**config.mk**
```make
export PLATFORM = sky130hd
export DESIGN_NAME = xcap_discharge_sequencer
export DESIGN_NICKNAME = d
export VERILOG_FILES = /design/src/verilog/xcap_pkg.sv /design/src/verilog/xcap_sync.sv /design/src/verilog/xcap_discharge_sequencer.sv
export VERILOG_INCLUDE_DIRS = /design/src /design/src/verilog
export SDC_FILE = /design/constraint.sdc
export NUM_CORES = 1
export LEC_CHECK = 0
export ABC_AREA = 1
export BUFFER_PORTS_ARGS = -buffer_cell sky130_fd_sc_hd__buf_2
export CORE_MARGIN = 2
export CORE_UTILIZATION = 50
export DETAILED_ROUTE_END_ITERATION = 8
export MAX_ROUTING_LAYER = met4
export PLACE_DENSITY = 0.67
export RECOVER_POWER = 50
export SLEW_MARGIN = 20
export SYNTH_ARGS = -nofsm -noshare
export SYNTH_HDL_FRONTEND = slang
export SYNTH_SLANG_ARGS = --single-unit
```
**constraint.sdc**
```tcl
create_clock -name mclk -period 3.18 [get_ports mclk]
set_input_delay 0.477 -clock mclk [delete_from_list [all_inputs] [get_ports mclk]]
set_output_delay 0.477 -clock mclk [all_outputs]
set_load 0.03 [all_outputs]
```
**src/verilog/xcap_cfg.svh**
```systemverilog
`ifndef XCAP_CFG_SVH
`define XCAP_CFG_SVH
// Clock rate in kHz (25 MHz)
`define XCAP_CLK_KHZ        25000
// Hold-off after last mains peak, ms
`define XCAP_HOLDOFF_MS     120
// Re-arm delay after completed discharge, ms
`define XCAP_REARM_MS       118
// Off-time between pulses, us (min / max of allowed window)
`define XCAP_OFF_MIN_US     1880
`define XCAP_OFF_MAX_US     6400
// Chosen off-time inside the window, us
`define XCAP_OFF_US         4000
`define XCAP_HOLDOFF_CYC    (`XCAP_HOLDOFF_MS * `XCAP_CLK_KHZ)
`define XCAP_REARM_CYC      (`XCAP_REARM_MS * `XCAP_CLK_KHZ)
`define XCAP_OFF_CYC        ((`XCAP_OFF_US * `XCAP_CLK_KHZ) / 1000)
`define XCAP_OFF_MIN_CYC    ((`XCAP_OFF_MIN_US * `XCAP_CLK_KHZ + 999) / 1000)
`define XCAP_OFF_MAX_CYC    ((`XCAP_OFF_MAX_US * `XCAP_CLK_KHZ) / 1000)
`define XCAP_CNT_W          32
`endif

```
**src/verilog/xcap_pkg.sv**
```systemverilog
package xcap_pkg;
  // Synchronised comparator bundle
  typedef struct packed {
    logic mainsRise;
    logic curAbove10m;
    logic curAbove50m;
    logic gateAbove10v;
  } sense_t;

  // Gate current source controls
  typedef struct packed {
    logic chargeOn;
    logic sinkOn;
    logic highZ;
  } gate_t;

  typedef enum logic [2:0] {
    ST_WATCH, ST_CHARGE, ST_SINK, ST_OFF, ST_REARM
  } state_t;
endpackage : xcap_pkg

```
**src/verilog/xcap_sync.sv**
```systemverilog
`timescale 1ns/1ps
module xcap_sync #(
  parameter int W = 4
) (
  // Clock and reset
  input  wire logic         mclk,
  input  wire logic         rst_n,
  // Data
  input  wire logic [W-1:0] din,
  output logic      [W-1:0] dout
);
  logic [W-1:0] stage1;
  logic [W-1:0] next_stage1;
  logic [W-1:0] next_dout;

  always_comb begin
    next_stage1 = din;
    next_dout   = stage1;
  end

  always_ff @(posedge mclk or negedge rst_n) begin
    if (!rst_n) begin
      stage1 <= '0;
      dout   <= '0;
    end else begin
      stage1 <= next_stage1;
      dout   <= next_dout;
    end
  end
endmodule : xcap_sync

```
**src/verilog/xcap_discharge_sequencer.sv**
```systemverilog
`timescale 1ns/1ps
`include "xcap_cfg.svh"
module xcap_discharge_sequencer #(
  parameter int HOLDOFF_CYC = `XCAP_HOLDOFF_CYC,
  parameter int REARM_CYC   = `XCAP_REARM_CYC,
  parameter int OFF_CYC     = `XCAP_OFF_CYC
) (
  // Clock and reset
  input  wire logic mclk,
  input  wire logic rst_n,
  // Comparator pins
  input  wire logic mainsRiseIn,
  input  wire logic curAbove10mIn,
  input  wire logic curAbove50mIn,
  input  wire logic gateAbove10vIn,
  // System run level
  input  wire logic systemRun,
  // Gate drive controls
  output logic      gateCharge,
  output logic      gateSink,
  output logic      gateHighZ,
  // Status
  output logic      discharging,
  output logic      dischargeDone,
  output logic      dischargeAbort
);
  // ---------------------------------------------------------------
  // Input synchronisers
  // ---------------------------------------------------------------
  xcap_pkg::sense_t sense;
  logic [4:0]       syncOut;
  logic             run;

  xcap_sync #(
    .W (5)
  ) u_sync (
    .mclk  (mclk),
    .rst_n (rst_n),
    .din   ({mainsRiseIn, curAbove10mIn, curAbove50mIn, gateAbove10vIn, systemRun}),
    .dout  (syncOut)
  );

  assign sense = xcap_pkg::sense_t'(syncOut[4:1]);
  assign run   = syncOut[0];

  // ---------------------------------------------------------------
  // Sequencer
  // ---------------------------------------------------------------
  localparam int CW = `XCAP_CNT_W;

  xcap_pkg::state_t state;
  xcap_pkg::state_t next_state;
  logic [CW-1:0]    cnt;
  logic [CW-1:0]    next_cnt;
  xcap_pkg::gate_t  gate;
  xcap_pkg::gate_t  next_gate;
  logic             next_done;
  logic             next_abort;
  logic             mainsPrev;
  logic             mainsEdge;

  // A level held high by the comparator is one rise, not many
  assign mainsEdge = sense.mainsRise & ~mainsPrev;

  // Any of these ends a pulse phase; only overcurrent reports an abort
  function automatic logic pulse_stop(input logic over50m,
                                      input logic riseSeen,
                                      input logic runLevel);
    return over50m || riseSeen || !runLevel;
  endfunction : pulse_stop

  always_comb begin
    next_state = state;
    next_cnt   = cnt;
    next_done  = 1'b0;
    next_abort = 1'b0;
    unique case (state)
      xcap_pkg::ST_WATCH: begin
        // Hold-off runs from the peak: held at zero while mains still rises
        if (sense.mainsRise || !run || sense.curAbove10m) begin
          next_cnt = '0;
        end else if (cnt >= CW'(HOLDOFF_CYC - 1)) begin
          next_state = xcap_pkg::ST_CHARGE;
          next_cnt   = '0;
        end else begin
          next_cnt = cnt + CW'(1);
        end
      end
      xcap_pkg::ST_CHARGE: begin
        if (pulse_stop(sense.curAbove50m, mainsEdge, run)) begin
          next_state = xcap_pkg::ST_WATCH;
          next_cnt   = '0;
          next_abort = sense.curAbove50m;
        end else if (sense.gateAbove10v && !sense.curAbove10m) begin
          next_state = xcap_pkg::ST_REARM;
          next_cnt   = '0;
          next_done  = 1'b1;
        end else if (sense.curAbove10m) begin
          next_state = xcap_pkg::ST_SINK;
        end
      end
      xcap_pkg::ST_SINK: begin
        if (pulse_stop(sense.curAbove50m, mainsEdge, run)) begin
          next_state = xcap_pkg::ST_WATCH;
          next_cnt   = '0;
          next_abort = sense.curAbove50m;
        end else if (!sense.curAbove10m) begin
          // Gate keeps sinking through the off-time; pulse ends here
          next_state = xcap_pkg::ST_OFF;
          next_cnt   = '0;
        end
      end
      xcap_pkg::ST_OFF: begin
        if (pulse_stop(sense.curAbove50m, mainsEdge, run)) begin
          next_state = xcap_pkg::ST_WATCH;
          next_cnt   = '0;
          next_abort = sense.curAbove50m;
        end else if (cnt >= CW'(OFF_CYC - 1)) begin
          next_state = xcap_pkg::ST_CHARGE;
          next_cnt   = '0;
        end else begin
          next_cnt = cnt + CW'(1);
        end
      end
      xcap_pkg::ST_REARM: begin
        if (mainsEdge || !run) begin
          next_state = xcap_pkg::ST_WATCH;
          next_cnt   = '0;
        end else if (cnt >= CW'(REARM_CYC - 1)) begin
          next_state = xcap_pkg::ST_CHARGE;
          next_cnt   = '0;
        end else begin
          next_cnt = cnt + CW'(1);
        end
      end
    endcase
  end

  // Gate controls follow the next state, so outputs stay registered
  always_comb begin
    next_gate = '0;
    unique case (next_state)
      xcap_pkg::ST_CHARGE: begin
        next_gate.chargeOn = 1'b1;
        next_gate.highZ    = 1'b1;
      end
      xcap_pkg::ST_SINK, xcap_pkg::ST_OFF: begin
        next_gate.sinkOn = 1'b1;
        next_gate.highZ  = 1'b1;
      end
      default: begin
        next_gate = '0;
      end
    endcase
  end

  always_ff @(posedge mclk or negedge rst_n) begin
    if (!rst_n) begin
      state          <= xcap_pkg::ST_WATCH;
      cnt            <= '0;
      gate           <= '0;
      mainsPrev      <= 1'b0;
      dischargeDone  <= 1'b0;
      dischargeAbort <= 1'b0;
    end else begin
      state          <= next_state;
      cnt            <= next_cnt;
      gate           <= next_gate;
      mainsPrev      <= sense.mainsRise;
      dischargeDone  <= next_done;
      dischargeAbort <= next_abort;
    end
  end

  assign gateCharge  = gate.chargeOn;
  assign gateSink    = gate.sinkOn;
  assign gateHighZ   = gate.highZ;
  assign discharging = gate.highZ;

  // ---------------------------------------------------------------
  // Checks
  // ---------------------------------------------------------------
  localparam int     OFF_MIN   = `XCAP_OFF_MIN_CYC;
  localparam int     OFF_MAX   = `XCAP_OFF_MAX_CYC;
  localparam longint FULL_HOLD = `XCAP_HOLDOFF_CYC;

  // Window scaled by the hold-off, so shortened timing keeps its proportions
  initial begin
    a_off_window: assert (
      longint'(OFF_CYC) * FULL_HOLD >= longint'(OFF_MIN) * HOLDOFF_CYC &&
      longint'(OFF_CYC) * FULL_HOLD <= longint'(OFF_MAX) * HOLDOFF_CYC)
      else $error("off-time outside allowed window");
  end

  a_no_both_sources: assert property (@(posedge mclk) disable iff (!rst_n)
    !(gateCharge && gateSink))
    else $error("charge and sink sources on together");

  a_abort_driver_off: assert property (@(posedge mclk) disable iff (!rst_n)
    (state != xcap_pkg::ST_WATCH && state != xcap_pkg::ST_REARM && sense.curAbove50m)
      |=> (!gateHighZ && dischargeAbort))
    else $error("overcurrent did not end discharge");

  a_start_charge: assert property (@(posedge mclk) disable iff (!rst_n)
    (state != xcap_pkg::ST_CHARGE && next_state == xcap_pkg::ST_CHARGE)
      |=> (gateCharge && gateHighZ))
    else $error("pulse did not start with charging");

  a_sink_on_10m: assert property (@(posedge mclk) disable iff (!rst_n)
    (state == xcap_pkg::ST_CHARGE && sense.curAbove10m && !sense.curAbove50m
      && !mainsEdge && run) |=> (gateSink && !gateCharge))
    else $error("no switch to sink at current threshold");

  a_done_end: assert property (@(posedge mclk) disable iff (!rst_n)
    (state == xcap_pkg::ST_CHARGE && sense.gateAbove10v && !sense.curAbove10m
      && !sense.curAbove50m && !mainsEdge && run) |=> (dischargeDone && !gateHighZ))
    else $error("full discharge not recognised");

  a_off_hold: assert property (@(posedge mclk) disable iff (!rst_n)
    (state == xcap_pkg::ST_OFF && cnt < CW'(OFF_CYC - 1)) |=> !gateCharge)
    else $error("pulse repeated before off-time");

  a_offset_disable: assert property (@(posedge mclk) disable iff (!rst_n)
    (state == xcap_pkg::ST_WATCH && sense.curAbove10m) |=> (state == xcap_pkg::ST_WATCH))
    else $error("discharge started with current offset");

  a_rise_resets: assert property (@(posedge mclk) disable iff (!rst_n)
    (state == xcap_pkg::ST_WATCH && mainsEdge) |=> (cnt == '0 && !discharging))
    else $error("mains rise did not restart hold-off");

  a_rearm_reconnect: assert property (@(posedge mclk) disable iff (!rst_n)
    (state == xcap_pkg::ST_REARM && mainsEdge) |=> (state == xcap_pkg::ST_WATCH))
    else $error("reconnection did not cancel re-arm");

  // ---------------------------------------------------------------
  // Phase and status checks
  // ---------------------------------------------------------------
  a_watch_quiet: assert property (@(posedge mclk) disable iff (!rst_n)
    (state == xcap_pkg::ST_WATCH && next_state == xcap_pkg::ST_WATCH)
      |=> (!discharging && !gateCharge && !gateSink))
    else $error("driver released while watching mains");

  a_holdoff_held: assert property (@(posedge mclk) disable iff (!rst_n)
    (state == xcap_pkg::ST_WATCH && sense.mainsRise)
      |=> (cnt == '0 && state == xcap_pkg::ST_WATCH))
    else $error("hold-off counted while mains still rising");

  a_holdoff_start: assert property (@(posedge mclk) disable iff (!rst_n)
    (state == xcap_pkg::ST_WATCH && run && !sense.mainsRise && !sense.curAbove10m
      && cnt == CW'(HOLDOFF_CYC - 1)) |=> (gateCharge && gateHighZ))
    else $error("discharge not started after hold-off");

  a_off_sinks: assert property (@(posedge mclk) disable iff (!rst_n)
    (state == xcap_pkg::ST_OFF) |-> (gateSink && !gateCharge && gateHighZ))
    else $error("gate not held low between pulses");

  a_off_restart: assert property (@(posedge mclk) disable iff (!rst_n)
    (state == xcap_pkg::ST_OFF && cnt == CW'(OFF_CYC - 1) && run && !mainsEdge
      && !sense.curAbove50m) |=> (gateCharge && !gateSink))
    else $error("pulse not repeated after off-time");

  a_done_state: assert property (@(posedge mclk) disable iff (!rst_n)
    dischargeDone |-> (state == xcap_pkg::ST_REARM && !gateHighZ))
    else $error("completion flagged outside re-arm wait");

  a_rearm_driver: assert property (@(posedge mclk) disable iff (!rst_n)
    (state == xcap_pkg::ST_REARM) |-> (!gateHighZ && !gateCharge && !gateSink))
    else $error("driver released during re-arm wait");

  a_rearm_restart: assert property (@(posedge mclk) disable iff (!rst_n)
    (state == xcap_pkg::ST_REARM && cnt == CW'(REARM_CYC - 1) && run && !mainsEdge)
      |=> (gateCharge && gateHighZ))
    else $error("discharge not reactivated after re-arm delay");

  a_stop_ends: assert property (@(posedge mclk) disable iff (!rst_n)
    (state != xcap_pkg::ST_WATCH && !run) |=> (state == xcap_pkg::ST_WATCH && !gateHighZ))
    else $error("stopped system left discharge running");

  a_reconnect_ends: assert property (@(posedge mclk) disable iff (!rst_n)
    (state != xcap_pkg::ST_WATCH && mainsEdge)
      |=> (state == xcap_pkg::ST_WATCH && !gateHighZ))
    else $error("mains reconnection did not end discharge");

  a_abort_state: assert property (@(posedge mclk) disable iff (!rst_n)
    dischargeAbort |-> (state == xcap_pkg::ST_WATCH && !gateHighZ && !gateCharge))
    else $error("abort flagged with driver still released");

  a_offset_blocks: assert property (@(posedge mclk) disable iff (!rst_n)
    (state == xcap_pkg::ST_WATCH && sense.curAbove10m) |=> (cnt == '0 && !gateHighZ))
    else $error("hold-off counted with current offset");

  a_sync_latency: assert property (@(posedge mclk) disable iff (!rst_n)
    sense.mainsRise == $past(mainsRiseIn, 2))
    else $error("mains comparator not seen two edges later");
endmodule : xcap_discharge_sequencer

```
# Word-level counts from Yosys, hierarchy flattened
# Cells that the tools add are included.
[op_classes] order_cmp=3 addsub=1 shift=0 reduce_logical=13 multipliers=0 bitwise=2 muxes=31 div_mod_pow=0 n_eq_ne=9
[ops] operator="2-to-1 mux 32 bit" count=10
[ops] operator="case mux 32 bit (5 select lines)" count=1
[ops] operator="greater-or-equal comparator 32 x 22 -> 1 bit, second input constant" count=2
[ops] operator="2-to-1 mux 3 bit" count=11
[ops] operator="adder 32 x 1 -> 32 bit, second input constant" count=1
[ops] operator="greater-or-equal comparator 32 x 17 -> 1 bit, second input constant" count=1
[ops] operator="case mux 3 bit (5 select lines)" count=1
[ops] operator="equality test 3 x 2 -> 1 bit, second input constant" count=4
[ops] operator="2-to-1 mux 1 bit" count=8
[ops] operator="equality test 3 x 1 -> 1 bit, second input constant" count=2
[ops] operator="!= test 3 bit, second input constant" count=2
[ops] operator="OR reduction 3 bit" count=2
[ops] operator="logical OR 1 bit" count=5
[ops] operator="equality test 3 bit, second input constant" count=1
[ops] operator="logical NOT 3 bit" count=1
[ops] operator="logical NOT 1 bit" count=2
[ops] operator="AND reduction 2 bit" count=1
[ops] operator="OR reduction 2 bit" count=1
[ops] operator="bitwise AND 1 bit" count=1
[ops] operator="logical AND 1 bit" count=1
[ops] operator="NOT 1 bit" count=1
[totals] mem_bits_rw=0 mem_count=0 output_inout_bits=6 latch_bits=0 wordCells=69 in_bits=7 regBits=51 rom_bits=0

# Longest topological paths before layout
# Gate-level depths: netlist (run 1).
[logic_depth] word_depth=9 mapped_depth=14 mapped_depth_nobuf=14

# Hierarchy
# From an unflattened synthesis (run 1), not the netlist that was laid out.
[hier_totals] cells_unflattened=402 area_unflattened_um2=2859.0
[by_module_without_submodules] module="xcap_discharge_sequencer" seq_area_each_um2=1026.0 instances=1 cells_per_inst=392 area_each_um2=2608.8
[by_module_without_submodules] module="xcap_sync" seq_area_each_um2=250.2 instances=1 cells_per_inst=10 area_each_um2=250.2

# Least setup slack after synthesis (run 1)
# Ideal clock, no wire load.
[synth_path] path_type="reg-to-reg" from="register cnt[0]" to="register cnt[8]" n_path_buf=1 arrival_ps=1498 slack_ps=1561 setup_ps=121 stages_incl_launch_ff=12 required_ps=3059 period_less_slack_ps=1619 cell_sequence="dfrtp_1 > ha_1 > inv_1 > nor2_2 > nand2_1 > nand2_1 > nand2_1 > nand2_1 > nand3_2 > nor2_4 > buf_8 > nor2_2"
[synth_via] elab_chain_cells=4 elab_cells_between_ends=11 classes_between="add/sub (1); order compare (3); mux (7)"
[synth_rtl] element="start: declaration" line="xcap_discharge_sequencer.sv:53" rtl="logic [CW-1:0] cnt;"
[synth_rtl] element="start signal: assignment" line="xcap_discharge_sequencer.sv:167" rtl="cnt <= next_cnt;"
[synth_rtl] element="adder 32 x 1 -> 32 bit (tied with other cells)" line="xcap_discharge_sequencer.sv:86, xcap_discharge_sequencer.sv:122, xcap_discharge_sequencer.sv:133"
[synth_rtl] element="2-to-1 mux 32 bit, on equally long branches" line="xcap_discharge_sequencer.sv:129, xcap_discharge_sequencer.sv:82, xcap_discharge_sequencer.sv:118"
[synth_rtl] element="2-to-1 mux 32 bit, on equally long branches" line="xcap_discharge_sequencer.sv:126, xcap_discharge_sequencer.sv:80, xcap_discharge_sequencer.sv:114"
[synth_rtl] element="case mux 32 bit (5 select lines) (*)" line="xcap_discharge_sequencer.sv:77" rtl="unique case (state)"
# Mark *: on every way between the ends. The rest lies on a longest branch, timed or not.
# A chain may end at the register's enable or synchronous reset.

# Worst setup path in the final report (run 1)
[layout_path] from="register cnt[0]" to="register cnt[6]"
# The elaborated chain is that of the path after synthesis.

==> results of run 1 <==
## per-stage QoR
step | total power [W] | util, % | instances | hold WS [ps] | instance area, um2
final | 0.00118 | 56.9 | 445 | 274 | 2960
after global routing | 0.00123 | 56.9 | 445 | 255 | 2960
after CTS | 0.00120 | 56.9 | 445 | 268 | 2960
after detailed placement | 0.000729 | 54.6 | 437 | 339 | 2840
after global placement | 0.000729 | 54.6 | 437 | 332 | 2840
after floorplan | 0.000707 | - | 361 | 181 | 2750
## flip-flops by register name, indices dropped and copies added, names as in the netlist, 3 cells and up
name	cells
cnt	32
u_sync.dout	5
u_sync.next_dout	5
state	3
## area by class of cell
| cell class | count | share of cell area (%) |
|---|---|---|
| clock buffers | 6 | 2.79 |
| clock inverters | 2 | 1.18 |
| inverters | 51 | 6.55 |
| multi-input cells | 253 | 41.4 |
| flip-flops and latches | 51 | 43.1 |
| well taps | 70 | 2.96 |
| repair buffers | 12 | 2.03 |
## cells in the mapped netlist
cell type | count | area share (%)
nand4_2 | 1 | 0.46
nand3_2 | 1 | 0.36
nor3_1 | 10 | 1.8
nor2_2 | 16 | 3.6
xor2_1 | 14 | 4.5
a21oi_1 | 3 | 0.55
buf_2 | 1 | 0.18
buf_6 | 1 | 0.41
buf_8 | 1 | 0.55
nand2_2 | 3 | 0.68
dfrtp_1 | 51 | 46
inv_2 | 6 | 0.82
nand3b_1 | 1 | 0.27
or2_1 | 1 | 0.23
nor2_1 | 63 | 8.6
o211ai_1 | 1 | 0.27
nor4_1 | 1 | 0.23
clkbuf_2 | 1 | 0.18
o21ai_1 | 2 | 0.36
ha_1 | 1 | 0.46
inv_4 | 1 | 0.23
nand2_1 | 86 | 12
nand2_4 | 1 | 0.41
nand3_1 | 30 | 5.5
and2_1 | 1 | 0.23
o21ai_0 | 5 | 0.91
nor2_4 | 2 | 0.82
a21oi_2 | 1 | 0.32
inv_1 | 44 | 6.0
xnor2_1 | 2 | 0.64
buf_4 | 2 | 0.55
nand4_1 | 7 | 1.6
## cell families after synthesis
| family | after synthesis |
|---|---|
| DFF | 51 |
| xor gates and xnor gates | 16 |
| and+or+nand+nor | 224 |
| buffers and inverters | 57 |
| adders and majority gates | 1 |
| AOI/OAI and AO/OA | 12 |
## where the power goes
part           internal (W)  switching (W)  total [W]
Combinational     0.0000120      0.0000321  0.0000441
Sequential         0.000661     0.00000902   0.000670
Clock              0.000255       0.000208   0.000463
## worst max-delay path by stage
stage | startpoint | endpoint | slack (ps) | cells after the start
after floorplan | cnt[0] | cnt[8] | 1560 | 11
after global placement | cnt[0] | cnt[6] | 1150 | 10
after detailed placement | cnt[1] | cnt[6] | 1100 | 10
after CTS | cnt[0] | cnt[6] | 1090 | 10
after global routing | cnt[1] | cnt[6] | 840 | 10
final | cnt[0] | cnt[6] | 1110 | 10
## critical path: cells and delay by family (launching register included)
family / cells / cell delay, ps
simple gates: 8 / 1240
flops: 1 / 380
fa+ha+maj: 1 / 230
buf+inv: 1 / 80
## placed cells by master (no fill, tap or decap)
master	n
nand3_1	30
ha_1	1
and2_1	1
nand4_1	7
buf_2	11
or2_1	1
nor2_2	16
nor2_1	63
a21oi_1	3
nand2_4	1
bufinv_16	1
o211ai_1	1
nor3_1	10
dfrtp_1	51
nand3b_1	1
xnor2_1	2
o21ai_1	2
o21ai_0	5
nand3_2	1
nor4_1	1
nand2_1	86
nand4_2	1
inv_4	1
clkinv_2	1
nand2_2	3
xor2_1	14
nor2_4	2
inv_2	6
clkbuf_8	6
a21oi_2	1
clkbuf_2	1
inv_1	44
## metal layers
layer	track usage (%)	vias to the layer above	routed length [um]
met5	-	-	0
met4	4.39	0	44
met3	3.45	6	165
met2	31.3	38	2380
met1	25.9	1002	2700
li1	-	1136	-
==> results.sh, run 1 <==
export IMPL_io_buffers=12
export IMPL_slowest_stage="nor2_4"
export IMPL_drv_slew=0
export IMPL_status="completed"
export IMPL_htree_num_levels=2
export IMPL_num_io_pins=13
export IMPL_cts_tree="done"
export IMPL_fill_cells=521
export IMPL_grt_overflow_total=0
export IMPL_slew_headroom_pct=18.9
export IMPL_cts_buffers=5
export IMPL_vias=2182
export IMPL_antenna_found_initial=0
export IMPL_synth_fa_ha_area_share_pct=0.456
export IMPL_r2r_slack_ps=1110
export IMPL_viasPerCell=4.90
export IMPL_finalCriticalPeriod_ps=2070
export IMPL_area_growth_pct=7.79
export IMPL_drive_above_1_share_pct=13.9
export IMPL_arrival_ps=2240
export IMPL_maxCapViolCount=0
export IMPL_rsz0062_at_grt="no"
export IMPL_routabilityCongestion=0.859
export IMPL_final_hold_viol_count=0
export IMPL_grt_pass1_vias=2127
export IMPL_initial_core_util_pct=52.7
export IMPL_hold_path_class="in2reg"
export IMPL_startpoint_type="flip-flop"
export IMPL_seqCellArea_um2=1280
export IMPL_yosys_area_share_simple_pct=36.6
export IMPL_dp_slack_ps=1100
export IMPL_fin_skew_ps=4.83
export IMPL_holdPathStages=1
export IMPL_fmax_mhz=483
export IMPL_setup_tns_ps=0
export IMPL_synth_warnings=0
export IMPL_r2r_end="cnt[6]"
export IMPL_clk_pin_slew_ps=90
export IMPL_reg2reg_depth=10
export IMPL_slowest_delay_ps=460
export IMPL_hold_path_startpoint="systemRun"
export IMPL_clock_root_buffer="clkbuf_8"
export IMPL_firstDrtPassIters=4
export IMPL_clk_latency_ps=300
export IMPL_dpl_hpwl_mm=3.80
export IMPL_multi_input_area_um2=1220
export IMPL_drcViolationCount=0
export IMPL_syn_instance_count=361
export IMPL_endpoint_kind="flip-flop"
export IMPL_antenna_left=0
export IMPL_placementRows=26
export IMPL_power_density_nw_per_um2=398
export IMPL_dieArea_um2=6100
export IMPL_setup_ws_ps=1110
export IMPL_ys_seq_elements=51
export IMPL_holdPathEnd="u_sync.next_dout[0]"
export IMPL_crit_top_cell="nand2_1"
export IMPL_synth_compound_area_share_pct=2.42
export IMPL_synth_distinct_cells=32
export IMPL_coreArea_um2=5200
export IMPL_cts_hold_buf=0
export IMPL_antennaDiodeCount=0
export IMPL_nets=382
export IMPL_avgSynthCellArea_um2=7.60
export IMPL_setup_viol=0
export IMPL_avgRoutedWirePerCell_um=11.9
export IMPL_clock_path_buffers=2
export IMPL_die_w_um=78.1
export IMPL_leakagePower_nw=1.43
export IMPL_cts_resized=0
export IMPL_worst_path_max_fanout=18
export IMPL_drt_initial_drc_count=177
export IMPL_r2r_start="cnt[0]"
export IMPL_cts_setup_buffers=0
export IMPL_synth_xor_area_share_pct=5.10
export IMPL_synth_area_um2=2750
export IMPL_path_cells="ha_1 > inv_1 > nor2_2 > nand2_1 > nand2_1 > nand2_1 > nand2_1 > nand3_2 > nor2_4 > nor2_1"
export IMPL_synth_mux_area_share_pct=0
export IMPL_critPathRequiredTime_ps=3350
export IMPL_grt_usage_pct=19.4
export IMPL_ys_seq_area_share_pct=46.5
export IMPL_ir_worst_vdd_mv=0.229
export IMPL_grt_pass1_wl_mm=9.25
export IMPL_die_h_um=78.1
export IMPL_cts_sink_count=51
export IMPL_tightest_slew_ps=1220
export IMPL_crit_type="reg2reg"
export IMPL_synth_top_family_by_area="simple AND/OR/NAND/NOR gates"
export IMPL_grt_max_degree=52
export IMPL_syn_nets=369
export IMPL_drt_wl_total_mm=5.29
export IMPL_min_period_over_period_pct=65.1
Note: power is estimated with default switching activity, not from simulation.
==> inputs of run 2 (changes only) <==
--- a/config.mk
+++ b/config.mk
@@ -6,13 +6,13 @@
 export SDC_FILE = /design/constraint.sdc
 export NUM_CORES = 1
 export LEC_CHECK = 0
-export ABC_AREA = 1
+export ABC_AREA = 0
 export BUFFER_PORTS_ARGS = -buffer_cell sky130_fd_sc_hd__buf_2
 export CORE_MARGIN = 2
 export CORE_UTILIZATION = 50
 export DETAILED_ROUTE_END_ITERATION = 8
 export MAX_ROUTING_LAYER = met4
-export PLACE_DENSITY = 0.67
+export PLACE_DENSITY = 0.7
 export RECOVER_POWER = 50
 export SLEW_MARGIN = 20
 export SYNTH_ARGS = -nofsm -noshare
==> constraint.sdc (replaced) <==
create_clock -name mclk -period 1.7 [get_ports mclk]
set_input_delay 0.255 -clock mclk [delete_from_list [all_inputs] [get_ports mclk]]
set_output_delay 0.255 -clock mclk [all_outputs]
set_load 0.03 [all_outputs]
==> run 2 against run 1 <==
Against the previous run: the run now ends with negative setup slack left; cell area increased by 31%; power increased by 94%; sequential power increased by 87%; flip-flop and latch count unchanged; clock-buffer cell count decreased by 1; fmax decreased by 6.8%; critical path depth decreased by 4; highest routed layer unchanged.
==> results.sh, run 2 <==
export IMPL_ys_seq_area_share_pct=49.3
export IMPL_drt_initial_drc_count=263
export IMPL_syn_instance_count=278
export IMPL_regMostFlops="cnt"
export IMPL_critPathRequiredTime_ps=1890
export IMPL_leakagePower_nw=1.73
export IMPL_vias=2607
export IMPL_endpoint_kind="flip-flop"
export IMPL_cts_buffers=5
export IMPL_dpl_hpwl_mm=4.98
export IMPL_hold_path_class="in2reg"
export IMPL_path_cells="or2_1 > or4_4 > a2111o_1 > a21oi_2 > nor2_1 > or3_1"
export IMPL_die_h_um=75.9
export IMPL_arrival_ps=2410
export IMPL_area_growth_pct=49.3
export IMPL_synth_top_cells_by_count="dfrtp_1 (51), nor2_1 (34), nand2_1 (24)"
export IMPL_drv_slew=0
export IMPL_synth_warnings=0
export IMPL_die_w_um=75.9
export IMPL_coreArea_um2=5040
export IMPL_worst_path_max_fanout=3
export IMPL_synth_ff_type="dfrtp_1"
export IMPL_initial_core_util_pct=51.3
export IMPL_clock_path_buffers=2
export IMPL_ir_worst_vdd_mv=0.473
export IMPL_cts_sink_count=51
export IMPL_utilization_pct=76.6
export IMPL_slew_headroom_pct=63.5
export IMPL_cts_tree="done"
export IMPL_clk_pin_slew_ps=100
export IMPL_avgSynthCellArea_um2=9.31
export IMPL_switching_share_pct=22.9
export IMPL_final_hold_viol_count=0
export IMPL_ys_seq_elements=51
export IMPL_grt_pass1_wl_mm=12.0
export IMPL_drt_wl_total_mm=7.59
export IMPL_fmax_mhz=451
export IMPL_p_comb_share_pct=7.0
export IMPL_htree_num_levels=2
export IMPL_drive_above_1_share_pct=43.0
export IMPL_power_density_nw_per_um2=590
export IMPL_grt_pass1_vias=2486
export IMPL_placementRows=26
export IMPL_largest_register_ffs=32
export IMPL_share_seq_of_total_power_pct=54.8
export IMPL_routabilityCongestion=0.937
export IMPL_layout_common_cells="buf_4 (93), dfrtp_1 (51), nor2_1 (30), nand2_1 (23), buf_2 (11)"
export IMPL_synth_distinct_cells=56
export IMPL_violations="negative setup slack"
export IMPL_syn_nets=286
export IMPL_grt_usage_pct=26.7
export IMPL_setup_viol=38
export IMPL_firstDrtPassIters=5
export IMPL_startpoint_type="flip-flop"
export IMPL_internal_power_w=0.00176
export IMPL_io_buffers=12
export IMPL_clock_root_buffer="clkbuf_8"
export IMPL_maxCapViolCount=0
export IMPL_rsz0062_at_grt="yes"
export IMPL_num_io_pins=13
export IMPL_synth_area_um2=2590
export IMPL_ys_top_cells_by_area="dfrtp_1 (49%), nor2_1 (4.9%), nand2_1 (3.5%)"
export IMPL_avgRoutedWirePerCell_um=16.7
export IMPL_dieArea_um2=5770
export IMPL_dpl_instance_area_um2=3430
export IMPL_nets=391
export IMPL_setup_ws_ps=-520
export IMPL_fin_skew_ps=9.84
export IMPL_tightest_slew_ps=540
export IMPL_min_period_over_period_pct=131
export IMPL_slowest_stage="or4_4"
export IMPL_synth_top_cell_by_area="dfrtp_1"
export IMPL_clock_power_share_pct=38.1
export IMPL_slowest_delay_ps=540
export IMPL_ys_async_sr_fraction_pct=100
export IMPL_final_area_um2=3860
export IMPL_synth_top_cell_area_share_pct=49.3
export IMPL_antenna_found_initial=0
export IMPL_crit_type="reg2reg"
export IMPL_dp_slack_ps=-515
export IMPL_drcViolationCount=0
export IMPL_grt_max_degree=31
export IMPL_viasPerCell=5.74
export IMPL_synth_edf_count=0
export IMPL_total_power_w=0.00228
export IMPL_antenna_left=0
export IMPL_final_common_cell="buf_4"
export IMPL_p_sw_w=0.000521
export IMPL_clk_latency_ps=310
export IMPL_status="complete, but fails checks"
export IMPL_finalCriticalPeriod_ps=2220
export IMPL_antennaDiodeCount=0
export IMPL_yosysMostFrequentCell="dfrtp_1"
export IMPL_grt_overflow_total=0
## run 2: changes by cell type after synthesis, sizes merged, moves of 5 or more
cell	change
a211oi	+5
a21oi	+8
a31oi	+7
clkbuf	+11
inv	-46
nand2	-66
nand3	-19
nor2	-47
o21ai	+5
o22ai	+5
or3	+7
xor2	-8
## run 2: repair_timing
| item | in CTS | in global routing |
|---|---|---|
| setup buffers | 2 | 6 |
| setup endpoints to repair | 38 | 38 |
| pin swaps | 15 | 5 |
| hold buffers | 1 | 0 |
| hold endpoints to repair | 21 | 0 |
| gates resized for setup | 34 | 20 |
| gates cloned | 1 | 0 |
## run 2: logic make-up (layout without fill, tap and decap cells)
logic type	count (synthesis)	in the layout	share of synthesized area [%]
xor+xnor	9	9	3.05
simple gates	125	125	24.5
buf+inv	20	126	3.14
compound gates	72	72	19.5
flops	51	51	49.3
fa+ha+maj	1	1	0.483
## run 2: area by class of cell
cell class / count / area, um2
tap: 70 / 87.6
clock inverter: 3 / 46.3
sequential: 51 / 1280
inverter: 5 / 18.8
fill: 305 / 1180
multi-input combinational: 207 / 1510
clock buffer: 5 / 68.8
timing repair buffer: 113 / 852
## run 2: through the flow
stage / hold WS [ps] / cells / TNS (ps)
5_1_grt: 33.6 / 454 / -19270
3_5_place_dp: 264 / 436 / -16230
2_1_floorplan: -40.6 / 278 / -10160
3_3_place_gp: 257 / 436 / -15010
4_1_cts: 33.5 / 448 / -14240
6_report: 42.4 / 454 / -16390
## run 2: final timing paths
| kind | start | endpoint | slack, ps | cells after the start |
|---|---|---|---|---|
| setup / recovery | cnt[22] | state[2] | -520 | 6 |
| hold / removal | curAbove10mIn | u_sync.next_dout[3] | 40 | 1 |
| setup reg to reg | cnt[22] | state[2] | -520 | 6 |
| hold reg to reg | u_sync.next_dout[0] | u_sync.dout[0] | 350 | 0 |
| max in group asynchronous | rst_n | dischargeAbort | 370 | 3 |
| min in group asynchronous | rst_n | cnt[6] | 450 | 2 |
## run 2: metal layers
metal	routed length (um)	up-vias	part of all wire, %	track usage (%)
li1	-	1240	-	-
met1	3120	1237	41	35.5
met2	3670	99	48	41.6
met3	513	31	6.8	3.93
met4	286	0	3.8	10.5
met5	0	-	0	-
## run 2: critical path: cells and delay by family, from the launching register on
kind	cells	cell delay (ps)
AO/OA/AOI/OAI	2	550
AND/OR/NAND/NOR	4	1150
flip-flops	1	390
## run 2: power by group through the flow
stage,clock (W),sequential (W),combinational (W)
after floorplan,0,0.00128,0.0000451
after global placement,0,0.00127,0.000128
after detailed placement,0,0.00127,0.000133
after CTS,0.000890,0.00125,0.000159
after global routing,0.000934,0.00125,0.000176
final,0.000869,0.00125,0.000160
==> inputs of run 3 (changes only) <==
--- a/config.mk
+++ b/config.mk
@@ -12,7 +12,7 @@
 export CORE_UTILIZATION = 50
 export DETAILED_ROUTE_END_ITERATION = 8
 export MAX_ROUTING_LAYER = met4
-export PLACE_DENSITY = 0.7
+export PLACE_DENSITY = 0.67
 export RECOVER_POWER = 50
 export SLEW_MARGIN = 20
 export SYNTH_ARGS = -nofsm -noshare
==> constraint.sdc (replaced) <==
create_clock -name mclk -period 2.3 [get_ports mclk]
set_input_delay 0.345 -clock mclk [delete_from_list [all_inputs] [get_ports mclk]]
set_output_delay 0.345 -clock mclk [all_outputs]
set_load 0.03 [all_outputs]
==> run 3 against run 2 <==
Against the previous run: the flow now finishes without violations; clock power shrank 37%; utilization down 14 points; non-clock buffer count shrank 60; largest power group unchanged.
==> results.sh, run 3 (same netlist as run 2, synthesis figures left out) <==
export IMPL_grt_overflow_total=0
export IMPL_num_io_pins=13
export IMPL_fmax_mhz=441
export IMPL_nets=331
export IMPL_slew_headroom_pct=29.3
export IMPL_htree_num_levels=2
export IMPL_grt_pass1_wl_mm=10.4
export IMPL_grt_pass1_vias=2234
export IMPL_clock_path_buffers=2
export IMPL_crit_type="reg2reg"
export IMPL_drcViolationCount=0
export IMPL_cts_buffers=5
export IMPL_arrival_ps=2480
export IMPL_worst_path_max_fanout=6
export IMPL_endpoint_kind="flip-flop"
export IMPL_vias=2321
export IMPL_holdPathEnd="u_sync.next_dout[3]"
export IMPL_grt_usage_pct=23.0
export IMPL_clock_root_buffer="clkbuf_8"
export IMPL_hold_path_startpoint="curAbove10mIn"
export IMPL_maxCapViolCount=0
export IMPL_coreArea_um2=5040
export IMPL_io_buffers=12
export IMPL_clk_pin_slew_ps=100
export IMPL_avgRoutedWirePerCell_um=15.8
export IMPL_clk_latency_ps=310
export IMPL_viasPerCell=5.89
export IMPL_drv_slew=0
export IMPL_critPathRequiredTime_ps=2510
export IMPL_r2r_end="cnt[12]"
export IMPL_fin_skew_ps=6.05
export IMPL_dieArea_um2=5770
export IMPL_r2r_start="cnt[0]"
export IMPL_hold_path_class="in2reg"
export IMPL_initial_core_util_pct=51.3
export IMPL_placementRows=26
export IMPL_final_hold_viol_count=0
export IMPL_min_period_over_period_pct=98.5
export IMPL_r2r_slack_ps=30
export IMPL_firstDrtPassIters=4
export IMPL_dpl_hpwl_mm=4.50
export IMPL_final_instance_count_excl_fill=394
export IMPL_setup_viol=0
export IMPL_power_density_nw_per_um2=496
export IMPL_utilization_pct=62.8
export IMPL_area_growth_pct=22.3
export IMPL_antenna_found_initial=0
export IMPL_finalCriticalPeriod_ps=2270
export IMPL_reg2reg_depth=8
export IMPL_leakagePower_nw=1.35
export IMPL_regMostFlops="cnt"
export IMPL_status="completed"
export IMPL_antenna_left=0
export IMPL_holdPathStages=1
export IMPL_drive_above_1_share_pct=24.4
export IMPL_startpoint_type="flip-flop"
export IMPL_holdWs_ps=133
export IMPL_layout_common_cells="dfrtp_1 (51), buf_4 (37), nor2_1 (32), nand2_1 (24), nand3_1 (12)"
export IMPL_placed_cells=384
export IMPL_tightest_slew_ps=1060
export IMPL_rsz0062_at_grt="yes"
export IMPL_antennaDiodeCount=0
export IMPL_cts_sink_count=51
export IMPL_final_area_um2=3170
export IMPL_dpl_instance_area_um2=2970
export IMPL_drt_wl_total_mm=6.23
export IMPL_largest_register_ffs=32
export IMPL_die_h_um=75.9
export IMPL_grt_max_degree=21
export IMPL_die_w_um=75.9
export IMPL_drt_initial_drc_count=178
export IMPL_final_common_cell="dfrtp_1"
export IMPL_routabilityCongestion=0.918
export IMPL_ir_worst_vdd_mv=0.341
export IMPL_cts_tree="done"
[run 3: cell count changes in the layout (fill, tap and decap cells not counted), moves of 2 or more]
cell	before	now
a21oi_2	3	1
or3_4	2	0
nor4_4	2	0
nor2_1	30	32
o21ai_2	4	1
a21oi_1	8	11
nor3_1	9	11
nor4_2	0	2
buf_6	5	1
nand3_2	2	0
buf_4	93	37
or3_1	5	7
nand3_1	10	12
o21ai_0	5	10
[run 3: where the power goes]
group	internal (W)	total [W]	switching, W	leakage [nW]
registers	0.000914	0.000929	0.0000143	0.686
clock network	0.000224	0.000551	0.000326	0.0491
logic	0.0000393	0.0000906	0.0000513	0.612
[run 3: worst max path at each step]
stage,from,end,slack (ps),depth (start not counted)
finish,cnt[0],cnt[12],30,8
global route,cnt[0],cnt[12],-90,9
CTS,cnt[30],cnt[8],30,8
detailed placement,cnt[0],cnt[25],-110,9
global placement,cnt[0],cnt[23],-20,9
floorplan,cnt[17],state[2],10,6
[run 3: area by class of cell]
cell class | count | area (um2)
inverter | 5 | 18.8
sequential | 51 | 1280
tap | 70 | 87.6
clock buffer | 5 | 68.8
timing repair buffer | 53 | 368
fill | 429 | 1880
clock inverter | 3 | 26.3
multi-input combinational | 207 | 1320
[run 3: timing repair]
action,4_1_cts,5_1_grt
setup endpoints to repair,26,35
resized for setup,6,17
buffers inserted,1,0
endpoints found under the hold margin,18,0
pin swaps,2,2
hold buffers,1,0
[run 3: critical path, cell delays in order, from the launching register on]
cell,delay (ps)
dfrtp_1,420
ha_4,190
and4_2,260
a2111oi_2,360
buf_4,170
a2111o_1,160
a311oi_2,100
buf_4,170
o41ai_1,320
[run 3: per-stage QoR]
stage,setup WS (ps),power [W],setup TNS [ps]
after floorplan,9.70,0.000972,0
after global placement,-22.5,0.00102,-108
after detailed placement,-105,0.00103,-1570
after CTS,25.7,0.00158,0
after global routing,-93.6,0.00164,-823
final,34.2,0.00157,0
[run 3: per-layer routing]
layer	part of all wire (%)	global-route usage, %	vias to the layer above
met5	0	-	-
met4	2.6	7.82	0
met3	6.5	4.64	17
met2	47	36.4	74
met1	44	30.0	1106
li1	-	-	1124
